$ cat src/include/snc_regs.svh
// Offsets, field positions, reset values and frame lengths of the host
// controller. Assumes a byte-addressed Avalon-MM slave port.
`ifndef SNC_REGS_SVH
`define SNC_REGS_SVH
// Register byte offsets
`define SNC_A_CMD 5'h00
`define SNC_A_ADDR 5'h04
`define SNC_A_WDATA 5'h08
`define SNC_A_STAT 5'h0C
`define SNC_A_CFG 5'h10
// Flash opcodes
`define SNC_OP_WEN 8'h06
`define SNC_OP_WDIS 8'h04
`define SNC_OP_WSR_A 8'h1F
`define SNC_OP_WSR_B 8'h01
`define SNC_OP_RSR_A 8'h0F
`define SNC_OP_RSR_B 8'h05
`define SNC_OP_ERASE 8'hD8
`define SNC_OP_PEXEC 8'h10
`define SNC_OP_PREAD 8'h13
`define SNC_OP_LOAD 8'h02
`define SNC_OP_RLOAD 8'h84
`define SNC_OP_QLOAD 8'h32
`define SNC_OP_QRLOAD 8'h34
// Header lengths in bits
`define SNC_LEN_OP 6'h08
`define SNC_LEN_SREG 6'h10
`define SNC_LEN_SWR 6'h18
`define SNC_LEN_PAGE 6'h20
`define SNC_LEN_LOAD 6'h18
`define SNC_LEN_BYTE 6'h08
// Page bits within a block (64 pages)
`define SNC_BLK_LSB 6
// Status field positions
`define SNC_ST_ACTIVE 0
`define SNC_ST_WAIT 1
`define SNC_ST_PEND 2
`define SNC_ST_WEL 3
`define SNC_ST_DROP 4
// Refusal codes
`define SNC_E_NONE 3'h0
`define SNC_E_BUSY 3'h1
`define SNC_E_OPC 3'h2
`define SNC_E_WEL 3'h3
`define SNC_E_WP 3'h4
`define SNC_E_SEQ 3'h5
`define SNC_E_PLANE 3'h6
// Reset values
`define SNC_CFG_RST 1'b0
`define SNC_ADDR_RST 24'h000000
`endif

$ cat src/include/snc_pkg.sv
// Types shared by the serial NAND host controller.
// Assumes snc_regs.svh carries all numeric constants.
package snc_pkg;
   typedef enum {S_IDLE, S_HDR, S_RD, S_WAIT, S_DATA, S_TAIL} snc_state_e;
   typedef logic [7:0] snc_op_t;
   typedef logic [2:0] snc_err_t;
endpackage

$ cat src/verilog/snc_host.sv
// Host controller driving a serial NAND flash over single/quad SPI pins.
// Assumes mode-0 device, software on Avalon-MM, clock divider made here.
//
// Contract
// - Status write sends opcode 1F or 01, register address, one data byte.
// - Opcode 06 framed by chip select sets the write enable latch.
// - Write enable latch must be set before load, execute and erase.
// - Opcode 04 framed by chip select clears the write enable latch.
// - Block erase is opcode D8 with 24-bit page address.
// - Chip select rises exactly on a byte boundary after erase address.
// - Load is 02 or 84, 16-bit column with twelve live bits, data.
// - Chip select stays low for the whole load; overflow bytes dropped.
// - Quad loads 32 and 34 send data on all four lines.
// - Program execute is opcode 10 with 24-bit page address.
// - Pages within a block are programmed in ascending order only; the host checks against the last page programmed only.
// - Data read from one plane is never programmed into another.
// - Page read is opcode 13 with 24-bit page address.
`include "snc_regs.svh"

module snc_host
   import snc_pkg::*;
#(
   parameter int HALF_DIV = 4,
   parameter int BUF_BYTES = 2176,
   parameter int PLANE_BIT = 6
) (
   // Clock, reset, enable
   input wire logic mclk,
   input wire logic rst,
   input wire logic ce,
   // Avalon-MM slave
   input wire logic [4:0] avs_address,
   input wire logic avs_read,
   input wire logic avs_write,
   input wire logic [31:0] avs_writedata,
   input wire logic [3:0] avs_byteenable,
   output logic [31:0] avs_readdata,
   output logic avs_waitrequest,
   // Flash pins
   output logic flash_cs_n,
   output logic flash_sclk,
   output logic [3:0] flash_io_o,
   output logic [3:0] flash_io_oe,
   input wire logic [3:0] flash_io_i
);

   // Sampling needs the synchroniser lag to fit in a half clock
   if (HALF_DIV < 4 || HALF_DIV > 255 || BUF_BYTES < 1 || BUF_BYTES > 4096
       || PLANE_BIT < `SNC_BLK_LSB || PLANE_BIT > 23) begin : g_bad
      $error("snc_host: unsupported parameter values");
   end

   snc_state_e st_q;
   logic [7:0] div_q;
   logic [31:0] sh_q;
   logic [5:0] left_q;
   logic [15:0] total_q;
   logic [12:0] col_q;
   logic quad_q, dlast_q, drop_q;
   snc_op_t op_q;
   logic [7:0] rd_q;
   logic [3:0] s1_q, s2_q, s3_q, in_q;
   logic [23:0] addr_q;
   logic [7:0] wbyte_q;
   logic wlast_q, wpend_q, wp_q, wel_q;
   snc_err_t err_q;
   logic [23:0] last_pg_q;
   logic pg_vld_q, rdpl_q, rdpl_vld_q, cs_prev_q;

   // Input synchroniser: a bit changes once stages two and three agree
   wire [3:0] in_d = (s2_q & ~(s2_q ^ s3_q)) | (in_q & (s2_q ^ s3_q));
   always_ff @(posedge mclk or posedge rst) begin
      if (rst) begin
         s1_q <= 4'h0;
         s2_q <= 4'h0;
         s3_q <= 4'h0;
         in_q <= 4'h0;
      end else if (ce) begin
         s1_q <= flash_io_i;
         s2_q <= s1_q;
         s3_q <= s2_q;
         in_q <= in_d;
      end
   end

   // Bus decode
   wire acc = (avs_read | avs_write) & ~avs_waitrequest;
   wire acc_wr = acc & avs_write;
   wire sel_cmd = avs_address == `SNC_A_CMD;
   wire sel_addr = avs_address == `SNC_A_ADDR;
   wire sel_wdat = avs_address == `SNC_A_WDATA;
   wire sel_stat = avs_address == `SNC_A_STAT;
   wire sel_cfg = avs_address == `SNC_A_CFG;
   wire stall = avs_write & sel_wdat & wpend_q;
   wire wr_d = ~((avs_read | avs_write) & avs_waitrequest & ~stall);

   // Opcode decode of a command write
   wire [7:0] nop = avs_writedata[7:0];
   wire is_wen = nop == `SNC_OP_WEN;
   wire is_wdis = nop == `SNC_OP_WDIS;
   wire is_wsr = nop == `SNC_OP_WSR_A || nop == `SNC_OP_WSR_B;
   wire is_rsr = nop == `SNC_OP_RSR_A || nop == `SNC_OP_RSR_B;
   wire is_erase = nop == `SNC_OP_ERASE;
   wire is_pexec = nop == `SNC_OP_PEXEC;
   wire is_pread = nop == `SNC_OP_PREAD;
   wire is_quad = nop == `SNC_OP_QLOAD || nop == `SNC_OP_QRLOAD;
   wire is_plain = nop == `SNC_OP_LOAD || nop == `SNC_OP_QLOAD;
   wire is_load = is_plain || is_quad || nop == `SNC_OP_RLOAD;
   wire is_page = is_erase | is_pexec | is_pread;
   wire known = is_wen | is_wdis | is_wsr | is_rsr | is_page | is_load;
   wire needs_wel = is_load | is_erase | is_pexec;

   // Ordering guards for program execute
   wire same_blk = addr_q[23:`SNC_BLK_LSB] == last_pg_q[23:`SNC_BLK_LSB];
   wire seq_bad = is_pexec & pg_vld_q & same_blk
                  & (addr_q[`SNC_BLK_LSB-1:0] <= last_pg_q[`SNC_BLK_LSB-1:0]);
   wire plane_bad = is_pexec & rdpl_vld_q & (addr_q[PLANE_BIT] != rdpl_q);

   // Refusal priority: busy first, then opcode, latch, lock, order
   snc_err_t err_w;
   assign err_w = (st_q != S_IDLE) ? `SNC_E_BUSY :
                  !known ? `SNC_E_OPC :
                  (needs_wel & ~wel_q) ? `SNC_E_WEL :
                  (is_quad & wp_q) ? `SNC_E_WP :
                  seq_bad ? `SNC_E_SEQ :
                  plane_bad ? `SNC_E_PLANE : `SNC_E_NONE;
   wire go = acc_wr & sel_cmd & avs_byteenable[0] & (err_w == `SNC_E_NONE);

   // Header built from opcode, address and staged data byte
   wire [31:0] hdr = is_wsr ? {nop, addr_q[7:0], wbyte_q, 8'h00} :
                     is_rsr ? {nop, addr_q[7:0], 16'h0000} :
                     is_page ? {nop, addr_q} :
                     is_load ? {nop, 4'h0, addr_q[11:0], 8'h00} :
                     {nop, 24'h000000};
   wire [5:0] hlen = is_wsr ? `SNC_LEN_SWR :
                     is_rsr ? `SNC_LEN_SREG :
                     is_page ? `SNC_LEN_PAGE :
                     is_load ? `SNC_LEN_LOAD : `SNC_LEN_OP;

   // Status and read data
   wire [31:0] stat = {16'h0000, rd_q, err_q, drop_q, wel_q, wpend_q,
                       st_q == S_WAIT, st_q != S_IDLE};
   wire [31:0] rdmux = sel_cmd ? {24'h000000, op_q} :
                       sel_addr ? {8'h00, addr_q} :
                       sel_wdat ? {23'h000000, wlast_q, wbyte_q} :
                       sel_stat ? stat :
                       sel_cfg ? {31'h00000000, wp_q} : 32'h00000000;
   wire [23:0] be_mask = {{8{avs_byteenable[2]}}, {8{avs_byteenable[1]}},
                          {8{avs_byteenable[0]}}};
   wire take = (st_q == S_WAIT) & wpend_q;

   // Bus handshake: one wait cycle, then answer; a data write waits longer while a byte is pending
   always_ff @(posedge mclk or posedge rst) begin
      if (rst) begin
         avs_waitrequest <= 1'b1;
         avs_readdata <= 32'h00000000;
      end else if (ce) begin
         avs_waitrequest <= wr_d;
         if (!wr_d) avs_readdata <= rdmux;
      end
   end

   // Software registers
   always_ff @(posedge mclk or posedge rst) begin
      if (rst) begin
         addr_q <= `SNC_ADDR_RST;
         wbyte_q <= 8'h00;
         wlast_q <= 1'b0;
         wpend_q <= 1'b0;
         wp_q <= `SNC_CFG_RST;
         err_q <= `SNC_E_NONE;
      end else if (ce) begin
         if (acc_wr & sel_addr)
            addr_q <= (addr_q & ~be_mask) | (avs_writedata[23:0] & be_mask);
         if (acc_wr & sel_cfg & avs_byteenable[0]) wp_q <= avs_writedata[0];
         if (acc_wr & sel_cmd & avs_byteenable[0]) err_q <= err_w;
         // Stall keeps a new byte from landing on an unsent one
         if (acc_wr & sel_wdat & avs_byteenable[0]) begin
            wbyte_q <= avs_writedata[7:0];
            wlast_q <= avs_writedata[8];
            wpend_q <= 1'b1;
         end else if (take | (go & is_wsr)) begin
            wpend_q <= 1'b0;
         end
      end
   end

   // Latch mirror and program ordering history
   always_ff @(posedge mclk or posedge rst) begin
      if (rst) begin
         wel_q <= 1'b0;
         last_pg_q <= 24'h000000;
         pg_vld_q <= 1'b0;
         rdpl_q <= 1'b0;
         rdpl_vld_q <= 1'b0;
      end else if (ce && go) begin
         if (is_wen) wel_q <= 1'b1;
         else if (is_wdis | is_page) wel_q <= 1'b0;
         if (is_pexec) begin
            last_pg_q <= addr_q;
            pg_vld_q <= 1'b1;
         end else if (is_erase & same_blk) begin
            pg_vld_q <= 1'b0;
         end
         if (is_pread) begin
            rdpl_q <= addr_q[PLANE_BIT];
            rdpl_vld_q <= 1'b1;
         end else if (is_plain) begin
            rdpl_vld_q <= 1'b0;
         end
      end
   end

   // Bit engine helpers
   wire tick = div_q == 8'(HALF_DIV - 1);
   wire [5:0] lanes = (quad_q && st_q == S_DATA) ? 6'h04 : 6'h01;
   wire [31:0] sh_nx = sh_q << lanes;
   wire [3:0] io_nx = (quad_q && st_q == S_DATA) ? sh_nx[31:28]
                      : {3'b000, sh_nx[31]};
   wire last_bit = left_q == lanes;
   wire fall = tick & flash_sclk;
   wire room = col_q < 13'(BUF_BYTES);
   wire [3:0] dat_io = quad_q ? wbyte_q[7:4] : {3'b000, wbyte_q[7]};

   // Frame engine: data changes on the falling edge, device samples rising
   always_ff @(posedge mclk or posedge rst) begin
      if (rst) begin
         st_q <= S_IDLE;
         div_q <= 8'h00;
         sh_q <= 32'h00000000;
         left_q <= 6'h00;
         total_q <= 16'h0000;
         col_q <= 13'h0000;
         quad_q <= 1'b0;
         dlast_q <= 1'b0;
         drop_q <= 1'b0;
         op_q <= 8'h00;
         rd_q <= 8'h00;
         flash_cs_n <= 1'b1;
         flash_sclk <= 1'b0;
         flash_io_o <= 4'h0;
         flash_io_oe <= 4'h0;
      end else if (ce) begin
         div_q <= tick ? 8'h00 : div_q + 8'h01;
         case (st_q)
            S_IDLE: begin
               div_q <= 8'h00;
               if (go) begin
                  st_q <= S_HDR;
                  flash_cs_n <= 1'b0;
                  sh_q <= hdr;
                  left_q <= hlen;
                  total_q <= 16'h0000;
                  col_q <= {1'b0, addr_q[11:0]};
                  quad_q <= is_quad;
                  drop_q <= 1'b0;
                  op_q <= nop;
                  flash_io_o <= {3'b000, hdr[31]};
                  flash_io_oe <= 4'h1;
               end
            end
            S_HDR, S_RD, S_DATA: begin
               if (tick & ~flash_sclk) flash_sclk <= 1'b1;
               if (fall) begin
                  flash_sclk <= 1'b0;
                  sh_q <= sh_nx;
                  left_q <= left_q - lanes;
                  total_q <= total_q + {10'h000, lanes};
                  flash_io_o <= io_nx;
                  if (st_q == S_RD) rd_q <= {rd_q[6:0], in_q[1]};
                  if (last_bit) begin
                     if (st_q == S_HDR && op_q == `SNC_OP_RSR_A
                         || st_q == S_HDR && op_q == `SNC_OP_RSR_B) begin
                        st_q <= S_RD;
                        left_q <= `SNC_LEN_BYTE;
                        flash_io_oe <= 4'h0;
                     end else if (st_q == S_HDR && (op_q == `SNC_OP_LOAD
                                  || op_q == `SNC_OP_RLOAD || quad_q)) begin
                        st_q <= S_WAIT;
                     end else if (st_q == S_DATA && !dlast_q) begin
                        st_q <= S_WAIT;
                     end else begin
                        st_q <= S_TAIL;
                     end
                  end
               end
            end
            S_WAIT: begin
               div_q <= 8'h00;
               if (take) begin
                  dlast_q <= wlast_q;
                  if (room) begin
                     st_q <= S_DATA;
                     col_q <= col_q + 13'h0001;
                     sh_q <= {wbyte_q, 24'h000000};
                     left_q <= `SNC_LEN_BYTE;
                     flash_io_o <= dat_io;
                     flash_io_oe <= quad_q ? 4'hF : 4'h1;
                  end else begin
                     drop_q <= 1'b1;
                     if (wlast_q) st_q <= S_TAIL;
                  end
               end
            end
            S_TAIL: begin
               if (tick) begin
                  if (!flash_cs_n) begin
                     flash_cs_n <= 1'b1;
                     flash_io_oe <= 4'h0;
                  end else begin
                     st_q <= S_IDLE;
                  end
               end
            end
            default: st_q <= S_IDLE;
         endcase
      end
   end

   // Chip select one cycle back marks frame edges for the checks
   always_ff @(posedge mclk or posedge rst) begin
      if (rst) cs_prev_q <= 1'b1;
      else if (ce) cs_prev_q <= flash_cs_n;
   end
   wire fr_start = cs_prev_q & ~flash_cs_n;
   wire fr_end = ~cs_prev_q & flash_cs_n;
   wire op_stat_wr = op_q == `SNC_OP_WSR_A || op_q == `SNC_OP_WSR_B;
   wire op_wel = op_q == `SNC_OP_WEN || op_q == `SNC_OP_WDIS;
endmodule

$ cat config.mk
export PLATFORM = sky130hd
export DESIGN_NAME = snc_host
export DESIGN_NICKNAME = d
export VERILOG_FILES = /design/src/include/snc_pkg.sv /design/src/verilog/snc_host.sv
export VERILOG_INCLUDE_DIRS = /design/src /design/src/include
export SDC_FILE = /design/constraint.sdc
export NUM_CORES = 1
export LEC_CHECK = 0
export ABC_CLOCK_PERIOD_IN_PS = 7600
export BUFFER_PORTS_ARGS = -buffer_cell sky130_fd_sc_hd__buf_2
export CORE_MARGIN = 2
export CORE_UTILIZATION = 40
export CTS_CLUSTER_SIZE = 40
export DETAILED_ROUTE_END_ITERATION = 6
export SLEW_MARGIN = 10
export SYNTH_ARGS = -nofsm -noshare
export SYNTH_HDL_FRONTEND = slang
export SYNTH_SLANG_ARGS = --single-unit
$ cat constraint.sdc
create_clock -name mclk -period 7.6 [get_ports mclk]
set_clock_uncertainty 0.1 [all_clocks]
set_input_delay 0.76 -clock mclk [delete_from_list [all_inputs] [get_ports mclk]]
set_output_delay 0.76 -clock mclk [all_outputs]
set_load 0.005 [all_outputs]
==> summary.md <==
| Metric | Value |
|---|---|
| Status | finished, final reports clean |
| Routed length on met1 | 12.7 mm |
| Internal | 1.92 mW |
| Comb power frac | slightly below 30% |
| Overall Global Routing Usage | a little over a fifth |
| Worst Setup End Kind | flip-flop |
| Hold Violations, Final | 0 |
| Full die area | approximately 26000 um2 |
| WHS | 331 ps |
| Crit path required time | 7820 ps |
| EDFF count, synth | 0 |
| Peak VDD IR | between 150 and 200 uV |
| Synth Cell Area | 10100 um2 |
| Unique masters post-synth | 74 |
| CP max stage cell | clkinv_1 |
| Wire length per cell | 20.4 um |
| Routability cong. | approximately 0.9 |
| Critical Path Fanout Max | 27 |
| Sw Pwr | 1.15 mW |
| Worst path bufs/invs | 2 |
| Finished Layout Cells | roughly 1300 |
| Post-Syn Area per Cell | between 10 and 15 um2 |
| Clk Latency, worst-skew pair | approximately 440 ps |
| Clock transition at path regs | 80 ps |
| Max Cap Viol | 0 |
| Core area | 24900 um2 |
| Nets | around 1100 |
| Setup Viol. Count Final | 0 |
| Final wirelength | roughly 27 mm |
| Final Util | 44.9% |
| Post-DP HPWL | 18.7 mm |
| Die Wd | between 150 and 200 um |
| Layout cells sized above 1 | between 20% and 30% |
| Initial antenna violation count | 0 |
| Total negative slack | 0 ps |
| Worst Hold Class | input port to asynchronous set/reset pin |
| Clk sinks | 183 |
| Reg2reg start | st_q[0] |
| Pre-antenna DRT Iters | 6 |
| Main flop type after synthesis | dfrtp_1 |
| Crit-path cells | nor2_1 -> and3_1 -> buf_4 -> clkinv_1 -> ha_1 -> and4_1 -> mux2i_1 -> a22o_1 -> a211oi_1 -> a21boi_0 -> o22ai_1 |
| FF-to-FF setup slack | about 3200 ps |
| Placed Cells | 1306 |
| Met2 WL | 12.9 mm |
| Grt total ovfl | 0 |
| Total CTS buffers | 17 |
| Initial DRC count | 712 |
| Num ports | 93 |
| Vias/cell | 5.78 |
| Largest net degree at the start of global routing | around 110 |
| P&R area growth vs syn | 11.2% |
| Post-cts resize count | 0 |
| CTS root buf | clkbuf_16 |
| Number of global-route vias before repair | 7447 |
| FF-to-FF path depth | 11 |
| CTS tree | yes |
| CTS Hold Bufs | 0 |
| Slew of the pin with the lowest slew margin | 1100 ps |
| Switching Fraction | a little under two fifths |
| Minimum clock period | 4410 ps |
| Register area share after synthesis | between 40% and 50% |
| Synth warn | 0 |
| Global-route wire length before repair | 43.4 mm |
| Unrepaired setup endpoints after global routing | no |
| Top routing layer used | met4 |
| Cell Pwr Density | 275 nW/um2 |
| Max incr delay on CP | slightly above 600 ps |
| Critical Path Start Type | flip-flop |
| Number of post-CTS setup repair buffers | 0 |
| CP startpoint | st_q[0] |
| Initial Utilization | approximately 40% |
| Fraction of registers with async set/reset | 100% |
| I/O Buffers | 72 |
| Fin crit share | 58.1% |
| Clk pwr share | 29.4% |
| Flop pwr share | 40.9% |
| Max Freq | 227 MHz |
| Register bit total from synthesis | 183 |
| Row count | 58 |
| WS Path Type | flip-flop to flip-flop |
| Slew HR | 26.6% |
| Die H | around 160 um |
| Top Family by Delay on Critical Path | compound AO/OA/AOI/OAI gates |
| Fillers | between 2000 and 2500 |
| Detail Route Antenna Nets | 0 |
| WP data arrival | roughly 4600 ps |
| DRC | 0 |
| Htree depth | 4 |
| Metal3 WL | 1.13 mm |
| Max Slew Vio Count | 0 |
| Post-Synthesis Cells | around 960 |
| Worst R2R End | st_q[2] |
| Via Count | around 7700 |
| CTS max path bufs | 2 |
| Cell depth of the worst setup path | 11 |
| Leak Pwr | 5.16 nW |
## layer usage
metal	global-route usage, %	up-vias
li1	-	3595
met1	30.0	3870
met2	33.4	232
met3	3.28	39
met4	7.36	0
met5	0	-
## cell type report
type                            instances  area, um2  share of cell area, %
Tap cell                              330        413                   3.69
Antenna cell                            1       2.50                 0.0224
Inverter                               20       82.6                  0.739
Timing Repair Buffer                   80        420                   3.76
Multi-Input combinational cell        693       5090                   45.5
Clock inverter                         15        170                   1.52
Sequential cell                       183       4580                   41.0
Clock buffer                           17        425                   3.80
## cells in the final DEF (no fill, tap or decap), types with 9 or more instances in the layout
cell / netlist / final
nand3_1: 26 / 26
o22ai_1: 18 / 18
and3_1: 14 / 14
nor3_1: 24 / 24
o31ai_1: 12 / 12
xnor2_1: 21 / 21
ha_1: 11 / 11
a31oi_1: 13 / 13
mux2_1: 21 / 21
dfrtp_1: 181 / 181
a22o_1: 15 / 15
nand2_1: 113 / 113
a2bb2oi_1: 9 / 9
nand4_1: 12 / 12
mux2i_1: 22 / 22
mux2_4: 36 / 36
a221o_1: 16 / 16
nor2b_1: 14 / 14
a22oi_1: 12 / 12
mux2_2: 60 / 60
a21oi_1: 49 / 49
buf_2: 11 / 72
clkbuf_16: 0 / 17
nor2_1: 33 / 32
o21ai_0: 52 / 52
inv_1: 18 / 17
## synthesized netlist by cell type, types with 12 or more instances
cell type	number	share of area (%)
xnor2_1	21	1.8
mux2_2	60	6.7
nand2_1	113	4.2
mux2_1	21	2.4
dfrtp_1	181	45
mux2_4	36	5.4
o21ai_0	52	2.6
a22oi_1	12	0.90
nand3_1	26	1.3
mux2i_1	22	2.2
a31oi_1	13	0.81
and3_1	14	0.87
inv_1	18	0.67
clkbuf_1	39	1.5
o31ai_1	12	0.90
nor2_1	33	1.2
a221o_1	16	1.6
a21oi_1	49	2.4
nor3_1	24	1.2
nor2b_1	14	0.87
nand4_1	12	0.75
o22ai_1	18	1.1
a22o_1	15	1.3
## worst max path at each step
stage / end / slack, ps
3_5_place_dp: st_q[2] / 3250
3_3_place_gp: flash_io_oe[2] / 3240
2_1_floorplan: asynchronous set/reset pin / 1770
6_report: st_q[2] / 3190
4_1_cts: flash_io_oe[2] / 3230
5_1_grt: st_q[2] / 2770
## cell families (layout without fill, tap and decap cells)
family,after synthesis,count (layout),synth area share (%)
AOI/OAI and AO/OA,233,233,15.8
xor gates and xnor gates,29,29,2.53
adders and majority gates,11,11,1.37
buffers and inverters,90,132,4.36
DFF,183,183,45.6
muxes,139,139,16.6
other,1,9,0.0373
and+or+nand+nor,273,273,13.7
## through the flow
step           instance area [um2]  setup WS (ps)  power, mW
2_1_floorplan                10100           1770       1.93
3_3_place_gp                 10600           3240       2.16
3_5_place_dp                 10600           3250       2.18
4_1_cts                      11200           3230       3.08
5_1_grt                      11200           2770       3.25
6_report                     11200           3190       3.07
## power groups by stage
stage | Sequential (mW) | Clock [mW] | Combinational, mW
5_1_grt | 1.28 | 0.953 | 1.02
4_1_cts | 1.25 | 0.913 | 0.912
2_1_floorplan | 1.20 | 0 | 0.730
6_report | 1.26 | 0.903 | 0.912
3_5_place_dp | 1.27 | 0 | 0.909
3_3_place_gp | 1.27 | 0 | 0.895
(Power assumes the default switching activity.)
